### config.mk
export PLATFORM = sky130hd
export DESIGN_NAME = smbus_config_load_control
export DESIGN_NICKNAME = d
export VERILOG_FILES = /design/src/pkg/smbus_cfg_pkg.sv /design/src/verilog/smbus_config_load_control.sv
export SDC_FILE = /design/constraint.sdc
export NUM_CORES = 1
export LEC_CHECK = 0
export BUFFER_PORTS_ARGS = -buffer_cell sky130_fd_sc_hd__buf_2
export CAP_MARGIN = 0
export CORE_MARGIN = 3
export CORE_UTILIZATION = 60
export DETAILED_ROUTE_END_ITERATION = 8
export GPL_ROUTABILITY_DRIVEN = 0
export PLACE_DENSITY_LB_ADDON = 0.12
export SETUP_SLACK_MARGIN = 0.02
export SKIP_CTS_REPAIR_TIMING = 1
export SYNTH_ARGS = -nofsm -noshare
export SYNTH_HDL_FRONTEND = slang
export SYNTH_SLANG_ARGS = --single-unit
### constraint.sdc
create_clock -name sys_clk_in -period 15.8 [get_ports sys_clk_in]
set_input_delay 3.16 -clock sys_clk_in [delete_from_list [all_inputs] [get_ports sys_clk_in]]
set_output_delay 3.16 -clock sys_clk_in [all_outputs]
set_load 0.005 [all_outputs]
### src/pkg/smbus_cfg_pkg.sv
// Shared constants and types for the configuration loader.
package smbus_cfg_pkg;

  // ****************************************
  // Clock and bus timing
  // ****************************************
  localparam int SYS_CLK_MHZ     = 200;
  localparam int SMB_QUARTER_NS  = 2500;
  localparam int SMB_QUARTER_CYC = int'((64'(SMB_QUARTER_NS) * 64'(SYS_CLK_MHZ) + 64'd999) / 64'd1000);
  localparam int QCNT_W          = $clog2(SMB_QUARTER_CYC + 1);
  localparam logic [QCNT_W-1:0] QCNT_LAST = QCNT_W'(SMB_QUARTER_CYC - 1);
  localparam logic [1:0] STRAP_SETTLE_CYC = 2'h3;

  // ****************************************
  // Four-level strap codes from the level detector
  // ****************************************
  localparam logic [1:0] STRAP_STRONG_LO = 2'h0;
  localparam logic [1:0] STRAP_WEAK_LO   = 2'h1;
  localparam logic [1:0] STRAP_FLOAT     = 2'h2;
  localparam logic [1:0] STRAP_STRONG_HI = 2'h3;

  // Arbitrary default EEPROM bus address; override per board.
  localparam logic [6:0] EEPROM_DEV_ADDR_DEF = 7'h50;

  // ****************************************
  // Pin synchroniser layout
  // ****************************************
  localparam int SYNC_W = 10;
  // Idle levels: request and serial lines pulled up, reference clock pulled down.
  localparam logic [SYNC_W-1:0] SYNC_RST = 10'h203;

  // ****************************************
  // Register map
  // ****************************************
  localparam int AXI_ADDR_W = 8;
  localparam logic [AXI_ADDR_W-1:0] REG_CTRL     = 8'h00;
  localparam logic [AXI_ADDR_W-1:0] REG_STATUS   = 8'h04;
  localparam logic [AXI_ADDR_W-1:0] REG_IRQ_STAT = 8'h08;
  localparam logic [AXI_ADDR_W-1:0] REG_IRQ_MASK = 8'h0C;
  localparam logic [AXI_ADDR_W-1:0] REG_CFG_BASE = 8'h40;
  localparam int CTRL_AUTO_EN_BIT = 0;
  localparam int CTRL_RELOAD_BIT  = 1;
  localparam logic CTRL_AUTO_EN_RST = 1'b1;
  localparam int IRQ_W            = 3;
  localparam int IRQ_DONE_BIT     = 0;
  localparam int IRQ_FAIL_BIT     = 1;
  localparam int IRQ_SRST_BIT     = 2;
  localparam logic [IRQ_W-1:0] IRQ_MASK_RST = 3'h0;
  localparam logic [1:0] RESP_OKAY   = 2'h0;
  localparam logic [1:0] RESP_SLVERR = 2'h2;

  // ****************************************
  // Loader state machine
  // ****************************************
  typedef enum logic [2:0] {
    ST_IDLE  = 3'b000,
    ST_START = 3'b001,
    ST_TX    = 3'b010,
    ST_RX    = 3'b011,
    ST_STOP  = 3'b100,
    ST_DONE  = 3'b101,
    ST_FAIL  = 3'b110
  } load_state_type;

endpackage

### src/verilog/smbus_config_load_control.sv
// Role and address straps, EEPROM configuration loader and done chaining.
// What this block does
// - The role strap selects bus master when floating, bus slave when pulled strongly high; low levels are reserved.
// - In master mode a low load request starts the EEPROM configuration read.
// - In master mode the done output is high while the load has failed or is unfinished.
// - In master mode the done output goes low only after a successful, complete load.
// - In slave mode the done output floats until the load request goes low, and is then driven low.
// - In slave mode a low load request holds the bus state machine and configuration registers in reset.
// - Two four-level address straps read at power-up give 16 bus addresses.
// - The calibration reference clock is passed on as a copy resampled on the system clock, three cycles late.
// - The serial clock line is both an input and an open-drain output with an external pull-up.
`timescale 1ns/1ps
module smbus_config_load_control
  import smbus_cfg_pkg::*;
#(
  parameter int         CFG_BYTES       = 16,
  parameter logic [6:0] EEPROM_DEV_ADDR = EEPROM_DEV_ADDR_DEF
) (
  input  wire logic                  sys_clk_in,
  input  wire logic                  rst_in,
  input  wire logic                  clk_en_in,
  input  wire logic [AXI_ADDR_W-1:0] axi_awaddr_in,
  input  wire logic                  axi_awvalid_in,
  output logic                       axi_awready_out,
  input  wire logic [31:0]           axi_wdata_in,
  input  wire logic [3:0]            axi_wstrb_in,
  input  wire logic                  axi_wvalid_in,
  output logic                       axi_wready_out,
  output logic [1:0]                 axi_bresp_out,
  output logic                       axi_bvalid_out,
  input  wire logic                  axi_bready_in,
  input  wire logic [AXI_ADDR_W-1:0] axi_araddr_in,
  input  wire logic                  axi_arvalid_in,
  output logic                       axi_arready_out,
  output logic [31:0]                axi_rdata_out,
  output logic [1:0]                 axi_rresp_out,
  output logic                       axi_rvalid_out,
  input  wire logic                  axi_rready_in,
  input  wire logic [1:0]            bus_role_select_in,
  input  wire logic [1:0]            bus_id_strap_lo_in,
  input  wire logic [1:0]            bus_id_strap_hi_in,
  input  wire logic                  load_req_n_in,
  output logic                       load_done_n_out,
  output logic                       load_done_oe_out,
  input  wire logic                  cal_clk_in,
  output logic                       cal_clk_out,
  input  wire logic                  mgmt_serial_clock_in,
  output logic                       mgmt_serial_clock_out,
  output logic                       mgmt_serial_clock_oe_out,
  input  wire logic                  mgmt_serial_data_in,
  output logic                       mgmt_serial_data_out,
  output logic                       mgmt_serial_data_oe_out,
  output logic                       irq_out
);

  localparam int CW = $clog2(CFG_BYTES);
  localparam logic [CW-1:0] CNT_LAST = CW'(CFG_BYTES - 1);

  // ****************************************
  // Pin synchronisers
  // ****************************************
  logic [SYNC_W-1:0] sync_a_r;
  logic [SYNC_W-1:0] sync_b_r;
  wire  [SYNC_W-1:0] pins_raw = {load_req_n_in, bus_role_select_in, bus_id_strap_lo_in, bus_id_strap_hi_in,
                                 cal_clk_in, mgmt_serial_clock_in, mgmt_serial_data_in};

  always_ff @(posedge sys_clk_in or posedge rst_in) begin
    if (rst_in) begin
      sync_a_r <= SYNC_RST;
      sync_b_r <= SYNC_RST;
    end else if (clk_en_in) begin
      sync_a_r <= pins_raw;
      sync_b_r <= sync_a_r;
    end
  end

  wire       req_n_s = sync_b_r[9];
  wire [1:0] role_s  = sync_b_r[8:7];
  wire [3:0] addr_s  = {sync_b_r[4:3], sync_b_r[6:5]};
  wire       cal_s   = sync_b_r[2];
  wire       scl_s   = sync_b_r[1];
  wire       sda_s   = sync_b_r[0];

  // ****************************************
  // Strap capture, once per power-up
  // ****************************************
  logic [1:0] settle_r;
  logic       straps_ok_r;
  logic [1:0] role_r;
  logic [3:0] bus_addr_r;

  // The synchroniser must flush its reset value before the straps are trusted.
  always_ff @(posedge sys_clk_in or posedge rst_in) begin
    if (rst_in) begin
      settle_r    <= 2'h0;
      straps_ok_r <= 1'b0;
      role_r      <= STRAP_STRONG_LO;
      bus_addr_r  <= 4'h0;
    end else if (clk_en_in && !straps_ok_r) begin
      settle_r <= settle_r + 2'h1;
      if (settle_r == STRAP_SETTLE_CYC) begin
        straps_ok_r <= 1'b1;
        role_r      <= role_s;
        bus_addr_r  <= addr_s;
      end
    end
  end

  wire is_master = straps_ok_r && (role_r == STRAP_FLOAT);
  wire is_slave  = straps_ok_r && (role_r == STRAP_STRONG_HI);
  wire slave_rst = is_slave && !req_n_s;

  // ****************************************
  // Register write decode
  // ****************************************
  logic                  aw_have_r;
  logic                  w_have_r;
  logic [AXI_ADDR_W-1:0] awaddr_r;
  logic [31:0]           wdata_r;
  logic                  wlane0_r;
  logic                  auto_en_r;
  logic [IRQ_W-1:0]      irq_stat_r;
  logic [IRQ_W-1:0]      irq_mask_r;

  wire aw_hs    = axi_awvalid_in && axi_awready_out;
  wire w_hs     = axi_wvalid_in && axi_wready_out;
  wire wr_do    = aw_have_r && w_have_r && !axi_bvalid_out;
  wire wr_ctrl  = wr_do && wlane0_r && (awaddr_r == REG_CTRL);
  wire wr_stat  = wr_do && wlane0_r && (awaddr_r == REG_IRQ_STAT);
  wire wr_mask  = wr_do && wlane0_r && (awaddr_r == REG_IRQ_MASK);
  wire wr_known = (awaddr_r == REG_CTRL) || (awaddr_r == REG_IRQ_STAT) || (awaddr_r == REG_IRQ_MASK);
  wire reload   = wr_ctrl && wdata_r[CTRL_RELOAD_BIT];
  wire aw_have_nxt = (aw_have_r && !wr_do) || aw_hs;
  wire w_have_nxt  = (w_have_r && !wr_do) || w_hs;

  // ****************************************
  // Loader state machine
  // ****************************************
  load_state_type    state_r;
  load_state_type    state_nxt;
  logic [1:0]        phase_r;
  logic [1:0]        phase_nxt;
  logic [QCNT_W-1:0] qcnt_r;
  logic [QCNT_W-1:0] qcnt_nxt;
  logic [3:0]        bit_r;
  logic [3:0]        bit_nxt;
  logic [1:0]        seq_r;
  logic [1:0]        seq_nxt;
  logic [7:0]        byte_r;
  logic [7:0]        byte_nxt;
  logic [CW-1:0]     cnt_r;
  logic [CW-1:0]     cnt_nxt;
  logic              nack_r;
  logic              nack_nxt;
  logic              ok_r;
  logic              ok_nxt;
  logic              scl_oe_r;
  logic              sda_oe_r;

  wire busy       = (state_r == ST_START) || (state_r == ST_TX) || (state_r == ST_RX) || (state_r == ST_STOP);
  wire stretch    = busy && (phase_r == 2'd1) && !scl_s;
  wire tick       = busy && (qcnt_r == QCNT_LAST) && !stretch;
  wire sample     = tick && (phase_r == 2'd2);
  wire last_phase = tick && (phase_r == 2'd3);
  wire [7:0] offset_byte = 8'(32'(bus_addr_r) * CFG_BYTES);
  wire cfg_we     = (state_r == ST_RX) && last_phase && (bit_r == 4'd8);
  wire ev_done    = (state_r == ST_STOP) && last_phase && ok_r;
  wire ev_fail    = (state_r == ST_STOP) && last_phase && !ok_r;

  always_comb begin
    state_nxt = state_r;
    phase_nxt = tick ? phase_r + 2'd1 : phase_r;
    qcnt_nxt  = !busy ? '0 : (tick ? '0 : ((qcnt_r == QCNT_LAST) ? qcnt_r : qcnt_r + QCNT_W'(1)));
    bit_nxt   = bit_r;
    seq_nxt   = seq_r;
    byte_nxt  = byte_r;
    cnt_nxt   = cnt_r;
    nack_nxt  = nack_r;
    ok_nxt    = ok_r;
    case (state_r)
      ST_IDLE: begin
        if (is_master && auto_en_r && !req_n_s) begin
          state_nxt = ST_START;
          seq_nxt   = 2'd0;
          cnt_nxt   = '0;
          ok_nxt    = 1'b0;
        end
      end
      ST_START: begin
        if (last_phase) begin
          state_nxt = ST_TX;
          bit_nxt   = 4'd0;
          byte_nxt  = {EEPROM_DEV_ADDR, (seq_r != 2'd0)};
        end
      end
      ST_TX: begin
        if (sample && bit_r == 4'd8) begin
          nack_nxt = sda_s;
        end
        if (last_phase) begin
          if (bit_r != 4'd8) begin
            bit_nxt  = bit_r + 4'd1;
            byte_nxt = {byte_r[6:0], 1'b0};
          end else if (nack_r) begin
            state_nxt = ST_STOP;
            ok_nxt    = 1'b0;
          end else begin
            bit_nxt = 4'd0;
            case (seq_r)
              2'd0: begin
                seq_nxt  = 2'd1;
                byte_nxt = offset_byte;
              end
              2'd1: begin
                seq_nxt   = 2'd2;
                state_nxt = ST_START;
              end
              default: begin
                state_nxt = ST_RX;
              end
            endcase
          end
        end
      end
      ST_RX: begin
        if (sample && bit_r != 4'd8) begin
          byte_nxt = {byte_r[6:0], sda_s};
        end
        if (last_phase) begin
          if (bit_r != 4'd8) begin
            bit_nxt = bit_r + 4'd1;
          end else begin
            bit_nxt = 4'd0;
            cnt_nxt = cnt_r + CW'(1);
            if (cnt_r == CNT_LAST) begin
              state_nxt = ST_STOP;
              ok_nxt    = 1'b1;
            end
          end
        end
      end
      ST_STOP: begin
        if (last_phase) begin
          state_nxt = ok_r ? ST_DONE : ST_FAIL;
        end
      end
      ST_DONE: begin
        if (reload) begin
          state_nxt = ST_IDLE;
        end
      end
      ST_FAIL: begin
        if (reload || req_n_s) begin
          state_nxt = ST_IDLE;
        end
      end
      default: begin
        state_nxt = ST_IDLE;
      end
    endcase
  end

  // Line drive is derived from the next state so both lines change on the same edge.
  wire bit_level = (state_nxt == ST_TX) ? ((bit_nxt == 4'd8) || byte_nxt[7]) :
                   (state_nxt == ST_RX) ? ((bit_nxt != 4'd8) || (cnt_nxt == CNT_LAST)) : 1'b1;
  wire scl_oe_nxt = (state_nxt == ST_STOP) ? (phase_nxt == 2'd0) :
                    ((state_nxt == ST_START) || (state_nxt == ST_TX) || (state_nxt == ST_RX)) ?
                    ((phase_nxt == 2'd0) || (phase_nxt == 2'd3)) : 1'b0;
  wire sda_oe_nxt = (state_nxt == ST_STOP)  ? (phase_nxt != 2'd3) :
                    (state_nxt == ST_START) ? (phase_nxt[1]) :
                    ((state_nxt == ST_TX) || (state_nxt == ST_RX)) ? !bit_level : 1'b0;

  always_ff @(posedge sys_clk_in or posedge rst_in) begin
    if (rst_in) begin
      state_r <= ST_IDLE;
      phase_r <= 2'd0;
      qcnt_r  <= '0;
      bit_r   <= 4'd0;
      seq_r   <= 2'd0;
      byte_r  <= 8'h00;
      cnt_r   <= '0;
      nack_r  <= 1'b0;
      ok_r    <= 1'b0;
    end else if (clk_en_in) begin
      state_r <= slave_rst ? ST_IDLE : state_nxt;
      phase_r <= slave_rst ? 2'd0 : phase_nxt;
      qcnt_r  <= slave_rst ? '0 : qcnt_nxt;
      bit_r   <= bit_nxt;
      seq_r   <= seq_nxt;
      byte_r  <= byte_nxt;
      cnt_r   <= cnt_nxt;
      nack_r  <= nack_nxt;
      ok_r    <= ok_nxt;
    end
  end

  always_ff @(posedge sys_clk_in or posedge rst_in) begin
    if (rst_in) begin
      scl_oe_r <= 1'b0;
      sda_oe_r <= 1'b0;
    end else if (clk_en_in) begin
      scl_oe_r <= !slave_rst && scl_oe_nxt;
      sda_oe_r <= !slave_rst && sda_oe_nxt;
    end
  end

  // ****************************************
  // Configuration store
  // ****************************************
  logic [7:0] cfg_mem [CFG_BYTES];

  for (genvar i = 0; i < CFG_BYTES; i++) begin : g_cfg
    always_ff @(posedge sys_clk_in or posedge rst_in) begin
      if (rst_in) begin
        cfg_mem[i] <= 8'h00;
      end else if (clk_en_in) begin
        if (slave_rst) begin
          cfg_mem[i] <= 8'h00;
        end else if (cfg_we && cnt_r == CW'(i)) begin
          cfg_mem[i] <= byte_r;
        end
      end
    end
  end

  // ****************************************
  // Done output, reference clock and interrupt
  // ****************************************
  logic done_n_r;
  logic done_oe_r;
  logic cal_r;
  logic slave_rst_q_r;
  logic irq_r;

  wire [IRQ_W-1:0] ev_vec   = {slave_rst && !slave_rst_q_r, ev_fail, ev_done};
  wire [IRQ_W-1:0] stat_nxt = (irq_stat_r & ~(wr_stat ? wdata_r[IRQ_W-1:0] : '0)) | ev_vec;

  always_ff @(posedge sys_clk_in or posedge rst_in) begin
    if (rst_in) begin
      done_n_r      <= 1'b1;
      done_oe_r     <= 1'b0;
      cal_r         <= 1'b0;
      slave_rst_q_r <= 1'b0;
      irq_stat_r    <= '0;
      irq_r         <= 1'b0;
    end else if (clk_en_in) begin
      done_n_r      <= is_master ? (state_r != ST_DONE) : !is_slave;
      done_oe_r     <= is_master || (is_slave && !req_n_s);
      cal_r         <= cal_s;
      slave_rst_q_r <= slave_rst;
      irq_stat_r    <= stat_nxt;
      irq_r         <= |(stat_nxt & irq_mask_r);
    end
  end

  // ****************************************
  // AXI4-Lite slave
  // ****************************************
  logic        awready_r;
  logic        wready_r;
  logic        bvalid_r;
  logic [1:0]  bresp_r;
  logic        arready_r;
  logic        rvalid_r;
  logic [1:0]  rresp_r;
  logic [31:0] rdata_r;

  wire        ar_hs    = axi_arvalid_in && arready_r;
  wire        rd_cfg   = (axi_araddr_in >= REG_CFG_BASE) && ((axi_araddr_in - REG_CFG_BASE) < AXI_ADDR_W'(4 * CFG_BYTES));
  wire [CW-1:0] rd_idx = CW'((axi_araddr_in - REG_CFG_BASE) >> 2);
  wire [31:0] status_w = {21'h0, is_master && busy, state_r == ST_FAIL, state_r == ST_DONE, bus_addr_r,
                          straps_ok_r && !is_master && !is_slave, is_slave, is_master, straps_ok_r};
  wire        rd_known = rd_cfg || (axi_araddr_in == REG_CTRL) || (axi_araddr_in == REG_STATUS) ||
                         (axi_araddr_in == REG_IRQ_STAT) || (axi_araddr_in == REG_IRQ_MASK);
  wire [31:0] rd_mux   = rd_cfg ? {24'h0, cfg_mem[rd_idx]} :
                         (axi_araddr_in == REG_CTRL)     ? {31'h0, auto_en_r} :
                         (axi_araddr_in == REG_STATUS)   ? status_w :
                         (axi_araddr_in == REG_IRQ_STAT) ? {29'h0, irq_stat_r} :
                         (axi_araddr_in == REG_IRQ_MASK) ? {29'h0, irq_mask_r} : 32'h0;
  wire        bvalid_nxt = wr_do || (bvalid_r && !axi_bready_in);
  wire        rvalid_nxt = ar_hs || (rvalid_r && !axi_rready_in);

  always_ff @(posedge sys_clk_in or posedge rst_in) begin
    if (rst_in) begin
      aw_have_r <= 1'b0;
      w_have_r  <= 1'b0;
      awaddr_r  <= '0;
      wdata_r   <= 32'h0;
      wlane0_r  <= 1'b0;
      awready_r <= 1'b0;
      wready_r  <= 1'b0;
      bvalid_r  <= 1'b0;
      bresp_r   <= RESP_OKAY;
    end else if (clk_en_in) begin
      aw_have_r <= aw_have_nxt;
      w_have_r  <= w_have_nxt;
      awready_r <= !aw_have_nxt;
      wready_r  <= !w_have_nxt;
      bvalid_r  <= bvalid_nxt;
      if (aw_hs) begin
        awaddr_r <= axi_awaddr_in;
      end
      if (w_hs) begin
        wdata_r  <= axi_wdata_in;
        wlane0_r <= axi_wstrb_in[0];
      end
      if (wr_do) begin
        bresp_r <= wr_known ? RESP_OKAY : RESP_SLVERR;
      end
    end
  end

  always_ff @(posedge sys_clk_in or posedge rst_in) begin
    if (rst_in) begin
      arready_r  <= 1'b0;
      rvalid_r   <= 1'b0;
      rresp_r    <= RESP_OKAY;
      rdata_r    <= 32'h0;
      auto_en_r  <= CTRL_AUTO_EN_RST;
      irq_mask_r <= IRQ_MASK_RST;
    end else if (clk_en_in) begin
      arready_r <= !rvalid_nxt;
      rvalid_r  <= rvalid_nxt;
      if (ar_hs) begin
        rdata_r <= rd_mux;
        rresp_r <= rd_known ? RESP_OKAY : RESP_SLVERR;
      end
      // Slave-mode reset also returns the control register to its default.
      if (slave_rst) begin
        auto_en_r <= CTRL_AUTO_EN_RST;
      end else if (wr_ctrl) begin
        auto_en_r <= wdata_r[CTRL_AUTO_EN_BIT];
      end
      if (wr_mask) begin
        irq_mask_r <= wdata_r[IRQ_W-1:0];
      end
    end
  end

  assign axi_awready_out          = awready_r;
  assign axi_wready_out           = wready_r;
  assign axi_bvalid_out           = bvalid_r;
  assign axi_bresp_out            = bresp_r;
  assign axi_arready_out          = arready_r;
  assign axi_rvalid_out           = rvalid_r;
  assign axi_rresp_out            = rresp_r;
  assign axi_rdata_out            = rdata_r;
  assign load_done_n_out          = done_n_r;
  assign load_done_oe_out         = done_oe_r;
  assign cal_clk_out              = cal_r;
  assign mgmt_serial_clock_out    = 1'b0;
  assign mgmt_serial_clock_oe_out = scl_oe_r;
  assign mgmt_serial_data_out     = 1'b0;
  assign mgmt_serial_data_oe_out  = sda_oe_r;
  assign irq_out                  = irq_r;

endmodule

* After elaboration in Yosys (flattened, before gate mapping) *
Index checks and enable logic that the tools add are counted.

storage, ports and cells
  bits in registers = 260
  output and inout port bits = 49
  logic and storage cells = 385

cells by class
  add/sub/neg operators = 6
  $lt $le $gt $ge = 3
  eq/ne operators = 60
  multiplexer cells = 106
  bitwise operators = 5
  reduce and logical (&&, ||, !) cells = 150

operators by type and width
  operator                                       count
  two-way mux 8 bit                              40
  logical AND 1 bit                              56
  AND reduction 2 bit                            24
  two-way mux 3 bit                              15
  == test 4 bit, second input constant           11
  nonzero test 2 bit                             19
  two-way mux 4 bit                              9
  two-way mux 9 bit                              4
  two-way mux 11 bit                             3
  binary-select mux 8 bit (select 4 bit)         1
  == test 8 x 4 -> 1 bit, second input constant  4
  one-hot mux 8 bit (3 select lines)             1
  logical OR 1 bit                               21
  one-hot mux 3 bit (7 select lines)             1
  two-way mux 2 bit                              9
  inequality test 2 bit, second input constant   9
  logical NOT 1 bit                              17
  two-way mux 1 bit                              17
  == test 4 x 3 -> 1 bit, second input constant  4
  logical NOT 8 bit                              2
  AND reduction 7 bit                            2
  == test 2 bit, second input constant           6
  == test 3 x 2 -> 1 bit, second input constant  4
  == test 3 bit, second input constant           4
  other kinds (34)                               47

* Longest topological paths before layout *
Gate-level depths: netlist of the first run.

  depth in word-level cells = 20
  mapped depth = 12
  depth with buffers taken out = 10

* Worst setup path after synthesis of the first run *
No wires, ideal clock.

  path kind = input to register
  start point = in axi_araddr_in[2]
  end point = reg rdata_r[0] (netlist: axi_rdata_out[0])
  setup time = 0.134 ns
  data arrival time = 5.136 ns
  required time = 15.666 ns
  setup slack = 10.530 ns
  stages = 6
  buffers on the path = 2
  cells stage by stage = clkbuf_1 -> buf_2 -> mux4_2 -> mux4_2 -> a22oi_1 -> o21ai_0

on the way
  word-level cells in the longest chain between the ends = 6
  elaborated cells on any way between the ends = 17
  classes of those cells = add/sub (1); order compare (2); eq/ne (3); mux (8); bitwise (1); reduce/logical (2)

ends and longest elaborated chain
  item                                                                           line                                                                RTL
  start, declared                                                                smbus_config_load_control.sv:32                                     input wire logic [AXI_ADDR_W-1:0] axi_araddr_in,
  subtractor 8 x 7 -> 8 bit or == test 8 x 4 -> 1 bit (tied branches)            smbus_config_load_control.sv:370, smbus_config_load_control.sv:379
  NOT 4 -> 5 bit (implied by the code) or two-way mux 3 bit (tied branches)      smbus_config_load_control.sv:375, smbus_config_load_control.sv:379
  binary-select mux 8 bit (select 4 bit) or two-way mux 3 bit (tied branches)    smbus_config_load_control.sv:375, smbus_config_load_control.sv:378
  two-way mux 8 bit (implied by the code) or two-way mux 11 bit (tied branches)  smbus_config_load_control.sv:375, smbus_config_load_control.sv:377
  two-way mux 8 bit (implied by the code) or two-way mux 11 bit (tied branches)  smbus_config_load_control.sv:375, smbus_config_load_control.sv:376
  two-way mux 11 bit *                                                           smbus_config_load_control.sv:375                                    wire [31:0] rd_mux = rd_cfg ? {24'h0, cfg_mem[rd_idx]} :
  end signal, assigned                                                           smbus_config_load_control.sv:425                                    rdata_r <= rd_mux;
  end, declared                                                                  smbus_config_load_control.sv:366                                    logic [31:0] rdata_r;

Every way passes the cells marked *; elsewhere a longest branch is shown, timed or not. The select of a mux whose other input is x is not followed.
A chain may end at the register's enable or synchronous reset.

* Final worst setup path of the first run *
  start point = in clk_en_in
  end point = reg rdata_r[10] (netlist: axi_rdata_out[10])

on the way
  word-level cells in the longest chain between the ends = 1

ends and longest elaborated chain
  item                           line                             RTL
  start, declared                smbus_config_load_control.sv:21  input wire logic clk_en_in,
  AND reduction 2 bit (no line)  -

No other way between the ends.

==> results of run 1 <==
final cells by class:
type / count / area (sq um)
multi-input cells: 776 / 5230
inverters: 22 / 90.1
flip-flops and latches: 237 / 5940
clock inverters: 5 / 104
repair buffers: 67 / 350
clock buffers: 41 / 786
well taps: 260 / 325
fillers: 1430 / 6000
layout by cell type (no fill, tap or decap), drive strengths merged, types with 3 or more instances in the layout:
cell,count
clkbuf,41
nand4,7
dfstp,8
a221oi,3
buf,67
mux4,41
o22ai,8
nand2b,11
a41oi,3
nor2b,6
xor2,4
o21ai,176
and4,3
a22oi,10
ha,13
or4,4
inv,23
nor2,41
nand3,156
mux2,51
bufinv,3
a21boi,3
and2,5
a31oi,6
o31ai,5
nand3b,4
nand2,101
nor3,12
nor4,6
or3,5
conb,25
nand4b,5
a21oi,25
nor3b,3
dfrtp,229
power by group through the flow:
stage	logic, mW	registers, mW	clock network [mW]
floorplan	0.210	0.731	0
global placement	0.264	0.754	0
detailed placement	0.269	0.756	0
CTS	0.270	0.747	0.632
global route	0.301	0.759	0.656
finish	0.270	0.748	0.625
routing by layer:
metal	share of wire, %	vias to the layer above	global-route usage (%)
met5	0	-	0
met4	2.3	0	6.22
met3	5.1	47	3.65
met2	48	280	40.8
met1	44	4288	37.3
li1	-	4037	-
worst min path at each step:
stage,from,endpoint,slack [ns],cells after the start
floorplan,slave_rst_q_r,irq_stat_r[2],0.44,1
global placement,slave_rst_q_r,irq_stat_r[2],0.45,1
detailed placement,slave_rst_q_r,irq_stat_r[2],0.46,1
CTS,slave_rst_q_r,irq_stat_r[2],0.48,1
global route,settle_r[0],settle_r[0],0.50,1
finish,slave_rst_q_r,irq_stat_r[2],0.47,1
cell families after synthesis:
logic type,count (synthesis),share of synthesized area (%)
adder cells (fa/ha/maj),13,1.40
XOR/XNOR,5,0.377
multiplexers,94,13.1
other,1,0.0323
flip-flops,237,51.2
AO/OA/AOI/OAI,259,12.6
AND/OR/NAND/NOR,380,16.7
buffers and inverters,117,4.64
flip-flops by register name, summed over array words and instances (netlist names), 2 cells and up:
| register | flops |
|---|---|
| axi_rdata_out | 11 |
| irq_stat_r | 3 |
| irq_mask_r | 3 |
| cfg_mem | 128 |
| bit_r | 4 |
| state_r | 3 |
| bus_addr_r | 4 |
| cnt_r | 4 |
| sync_a_r | 10 |
| seq_r | 2 |
| wdata_r | 3 |
| phase_r | 2 |
| settle_r | 2 |
| sync_b_r | 10 |
| role_r | 2 |
| byte_r | 8 |
| awaddr_r | 8 |
| qcnt_r | 9 |
critical path, cell delays in order:
cell and delay (ns):
buf_2 0.37, buf_4 0.59, nand3_1 0.77, o41ai_1 0.56
cell usage after synthesis (3+ instances only):
| master | number |
|---|---|
| a21boi_0 | 3 |
| a21oi_1 | 25 |
| a221oi_1 | 3 |
| a22oi_1 | 10 |
| a31oi_1 | 6 |
| a41oi_1 | 3 |
| and2_1 | 5 |
| and4_1 | 3 |
| buf_1 | 16 |
| buf_2 | 5 |
| buf_4 | 25 |
| clkbuf_1 | 49 |
| dfrtp_1 | 229 |
| dfstp_2 | 8 |
| ha_1 | 13 |
| inv_1 | 22 |
| mux2_2 | 51 |
| mux4_2 | 41 |
| nand2_1 | 100 |
| nand2b_1 | 11 |
| nand3_1 | 156 |
| nand3b_1 | 4 |
| nand4_1 | 6 |
| nand4b_1 | 5 |
| nor2_1 | 40 |
| nor2b_1 | 6 |
| nor3_1 | 11 |
| nor4_1 | 3 |
| o21ai_0 | 175 |
| o22ai_1 | 7 |
| o31ai_1 | 5 |
| or3_1 | 4 |
| xor2_1 | 4 |
metrics by stage:
stage | area (sq um) | std cells | power (mW)
3_5_place_dp | 11900 | 1362 | 1.03
5_1_grt | 12800 | 1408 | 1.72
3_3_place_gp | 11900 | 1362 | 1.02
2_1_floorplan | 11700 | 1130 | 0.941
6_report | 12800 | 1408 | 1.64
4_1_cts | 12800 | 1408 | 1.65
==> flow_metrics.tcl, run 1 <==
set metrics [dict create \
    die-area_sq_um 21100 \
    via_count 8652 \
    antenna_cells 0 \
    powerDensity_nw_per_um2 128 \
    seqPwrFrac_pct 45.5 \
    layout-drive-gt1-share_pct 19.7 \
    hold_violations 0 \
    grt_overflow_total 0 \
    layout_setup_ws_ns 10.71 \
    grt_pass1_wl_mm 44.2 \
    critPathKind "input pin to flop" \
    wl_per_cell_um 19.0 \
    reg2regPathDepth 8 \
    clkSinkCount 237 \
    die_w_um 145 \
    drc 0 \
    cts_buffers 25 \
    io_buffers 61 \
    synth_flop_cell "dfrtp_1" \
    async_flop_share_pct 100 \
    clock_latency_ns 0.52 \
    worst_pin_slew_ns 0.967 \
    cts_root_buf "clkbuf_16" \
    critPathCapture "axi_rdata_out[10]" \
    drtIter0Drc 774 \
    antenna_found_initial 0 \
    dp_hpwl_mm 17.3 \
    rr_endpoint "cfg_mem[11]" \
    die_h_um 145 \
    synth_area_leaders "dfrtp_1 (49%), mux4_2 (8.0%), o21ai_0 (7.5%)" \
    nNetsFinal 1212 \
    cts_tree "built" \
    grt_pass1_vias 8356 \
    relSlewSlack_pct 35.5 \
    rows 50 \
    max_freq_mhz 196 \
    fin_crit_ns 5.09 \
    netlist.area_leader.share_pct 49.3 \
    fin_crit_sh_pct 32.2 \
    ys_ff_latch 237 \
    p_switching_mw 0.470 \
    pre_cts_ws_ns 10.20 \
    drt-pass1-iter-count 5 \
    status "complete, no violations" \
    fin_util_pct 68.1 \
    synthToLayoutAreaGrowth_pct 10.5 \
    cts_buffer_depth 3 \
    crit_arrival_ns 5.49 \
    routed_wl_mm 26.8 \
    htree_levels 1 \
    cellLeakagePower_nw 5.54 \
    swShare_pct 28.6 \
    drv_cap 0 \
    synth_edf_count 0 \
    pwr-share-comb_pct 16.4 \
    worst-r2r-setup-slack_ns 12.57 \
    synth_top_area_cell "dfrtp_1" \
    clock_power_share_pct 38.0 \
    hold_ws_ns 0.466 \
    netlist-cell-type-count 73 \
    critPathLaunchType "input pin" \
    setup_viol 0 \
    clk_pin_slew_ns 0.06 \
    yosys_warnings 0 \
    cp.required_ns 16.20 \
    grt_max_degree 113 \
    hp-class "flop to flop" \
    syn_area_sq_um 11600 \
    start_util_pct 61.7 \
    finalMaxSlewViolations 0 \
    ant_nets 0 \
    ir_drop_uv 101 \
    io_pins 119 \
    p_int_mw 1.17 \
    endpoint_kind "flop" \
    timing.rr.start "bit_r[0]" \
    grt_use_total_pct 25.4 \
    path_max_fanout 54 \
    finalClockSkew_ns 0.0142 \
    core_area_sq_um 18800 \
    startpoint "clk_en_in" \
    rsz0062_at_grt "false" \
    ys_seq_area_share_pct 51.2 \
    final.setup.tns_ns 0 \
    viasPerCell 6.14 \
    synthCells 1106 \
    avgSynthCellArea_sq_um 10.5 \
]
No activity file was read; power rests on OpenSTA's default activity.
==> run 2: changes to the inputs <==
ABC_AREA = 1   (was not set)
CORE_UTILIZATION = 59   (was 60)
clock period = 5.14 ns   (was 15.8 ns; I/O delays follow)
==> flow_metrics.tcl, run 2 <==
set metrics [dict create \
    grt_pass1_vias 9120 \
    dp_hpwl_mm 18.7 \
    drtIter0Drc 913 \
    pre_cts_ws_ns 1.72 \
    hold_ws_ns 0.458 \
    finalMaxSlewViolations 0 \
    synth_area_leaders "dfrtp_1 (50%), nand2_1 (13%), o21ai_0 (7.9%)" \
    layoutNonFillerInstCount 1695 \
    worst_pin_slew_ns 1.09 \
    die-area_sq_um 21100 \
    ys_ff_latch 237 \
    status "complete, no violations" \
    synth_flop_cell "dfrtp_1" \
    startpoint "straps_ok_r" \
    cts_root_buf "clkbuf_16" \
    pwr-share-comb_pct 17.8 \
    cts_buffer_depth 3 \
    ir_drop_uv 392 \
    crit_family "simple AND/OR/NAND/NOR gates" \
    synthToLayoutAreaGrowth_pct 12.8 \
    clock_power_share_pct 40.9 \
    largest_reg_flops 128 \
    rsz0062_at_grt "false" \
    regMostFlops "cfg_mem" \
    grt_max_degree 155 \
    fin_util_pct 68.3 \
    die_w_um 145 \
    crit_slowest_cell "nor2_1" \
    ys_top_cells_by_count "nand2_1 (393), dfrtp_1 (229), o21ai_0 (180), inv_1 (107), nor2_1 (97)" \
    setup_viol 0 \
    synthCells 1371 \
    ant_nets 0 \
    cellLeakagePower_nw 6.14 \
    routed_wl_mm 28.4 \
    rows 50 \
    ys_seq_area_share_pct 51.9 \
    via_count 9566 \
    dp_cells 1646 \
    nNetsFinal 1497 \
    clk_pin_slew_ns 0.06 \
    cp_slowest_stage_delay_ns 0.63 \
    p_switching_mw 1.59 \
    synth_edf_count 0 \
    start_util_pct 60.5 \
    place_area_sq_um 11900 \
    yosys_warnings 0 \
    seqPwrFrac_pct 41.3 \
    critical_path.cell_chain "nand3_1 -> nor2_1 -> inv_2 -> nor2_1 -> inv_1 -> o31ai_1 -> inv_1 -> nand2_1 -> o21ai_0" \
    drc 0 \
    antenna_found_initial 2 \
    critPathKind "flop to flop" \
    io_pins 119 \
    fin_crit_sh_pct 60.3 \
    max_freq_mhz 322 \
    netlist.area_leader.share_pct 50.1 \
    timing.rr.start "straps_ok_r" \
    mostFrequentLayoutCells "nand2_1 (393), dfrtp_1 (229), o21ai_0 (180)" \
    highest_layer "met5" \
    path_max_fanout 16 \
    clock_latency_ns 0.53 \
    finish.instance_area_sq_um 12900 \
    yosysMostFrequentCell "nand2_1" \
    wl_met1_mm 12.4 \
    grt_use_total_pct 26.8 \
    netlist-cell-type-count 53 \
    met2_wirelength_mm 13.5 \
    total_power_mw 5.43 \
    layout_setup_ws_ns 2.04 \
    viasPerCell 5.64 \
    async_flop_share_pct 100 \
    wl_per_cell_um 16.7 \
    cts_tree "built" \
    p_int_mw 3.84 \
    htree_levels 1 \
    crit_buf_inv 3 \
    syn_area_sq_um 11400 \
    avgSynthCellArea_sq_um 8.34 \
    finalClockSkew_ns 0.00699 \
    die_h_um 145 \
    cp.required_ns 5.52 \
    cts_buffers 26 \
    powerDensity_nw_per_um2 421 \
    final.setup.tns_ns 0 \
    core_area_sq_um 18900 \
    final_common_cell "nand2_1" \
    synth_top_area_cell "dfrtp_1" \
    grt_overflow_total 0 \
    wl_met3_mm 1.31 \
    grt_pass1_wl_mm 47.0 \
    drv_cap 0 \
    clkSinkCount 237 \
    critPathLaunchType "flop" \
    drt-pass1-iter-count 6 \
    swShare_pct 29.3 \
    io_buffers 61 \
    min_from "qcnt_r[8]" \
    hp-class "flop to flop" \
    fin_crit_ns 3.10 \
    crit_arrival_ns 3.48 \
    relSlewSlack_pct 26.8 \
    endpoint_kind "flop" \
    hold_violations 0 \
    layout-drive-gt1-share_pct 11.6 \
]
## run 2: cell types whose count changed after synthesis, sizes merged, moves of 41 or more
cell and change:
mux4 -41, nand3 -107, mux2 -43, inv +93, nor2 +59, nand2 +296
## run 2: worst paths after layout
path                       cells after the start  slack (ns)           end
max                                            9        2.04   cfg_mem[39]
min                                            1        0.46     qcnt_r[8]
max reg2reg                                    9        2.04   cfg_mem[39]
min reg2reg                                    1        0.46     qcnt_r[8]
max in group asynchronous                      3        3.59          ok_r
min in group asynchronous                      3        0.71  cfg_mem[127]
## run 2: worst register-to-register path: stages, from the launching register on
cell	delay (ns)
dfrtp_1	0.39
nand3_1	0.15
nor2_1	0.47
inv_2	0.21
nor2_1	0.63
inv_1	0.27
o31ai_1	0.22
inv_1	0.39
nand2_1	0.15
o21ai_0	0.09
## run 2: logic make-up (layout without fill, tap and decap cells)
kind of cell	count (synthesis)	after routing	share of synthesized area (%)
xor gates and xnor gates	3	3	0.230
muxes	8	8	0.788
buffers and inverters	199	238	7.42
DFF	237	237	51.9
AOI/OAI and AO/OA	321	321	16.7
and+or+nand+nor	589	589	21.5
adders and majority gates	13	13	1.42
other	1	26	0.0328
## run 2: layout make-up
type                            instances  area [sq um]
Multi-Input combinational cell        959          4750
Tap cell                              260           325
Sequential cell                       237          5940
Fill cell                            1559          6000
Inverter                              117           443
Antenna cell                            1          2.50
Clock inverter                         19           338
Clock buffer                           29           693
Timing Repair Buffer                   73           408
## run 2: power by group through the flow
| stage | Sequential [mW] | Clock [mW] | Combinational (mW) |
|---|---|---|---|
| 6_report | 2.24 | 2.22 | 0.969 |
| 5_1_grt | 2.27 | 2.33 | 1.10 |
| 4_1_cts | 2.24 | 2.25 | 0.969 |
| 3_5_place_dp | 2.27 | 0 | 0.962 |
| 3_3_place_gp | 2.27 | 0 | 0.940 |
| 2_1_floorplan | 2.24 | 0 | 0.706 |
## run 2: metal layers
metal	vias up	global-route usage, %
met4	2	10.7
met1	4641	36.2
li1	4602	-
met5	-	0
met3	73	4.40
met2	248	43.8
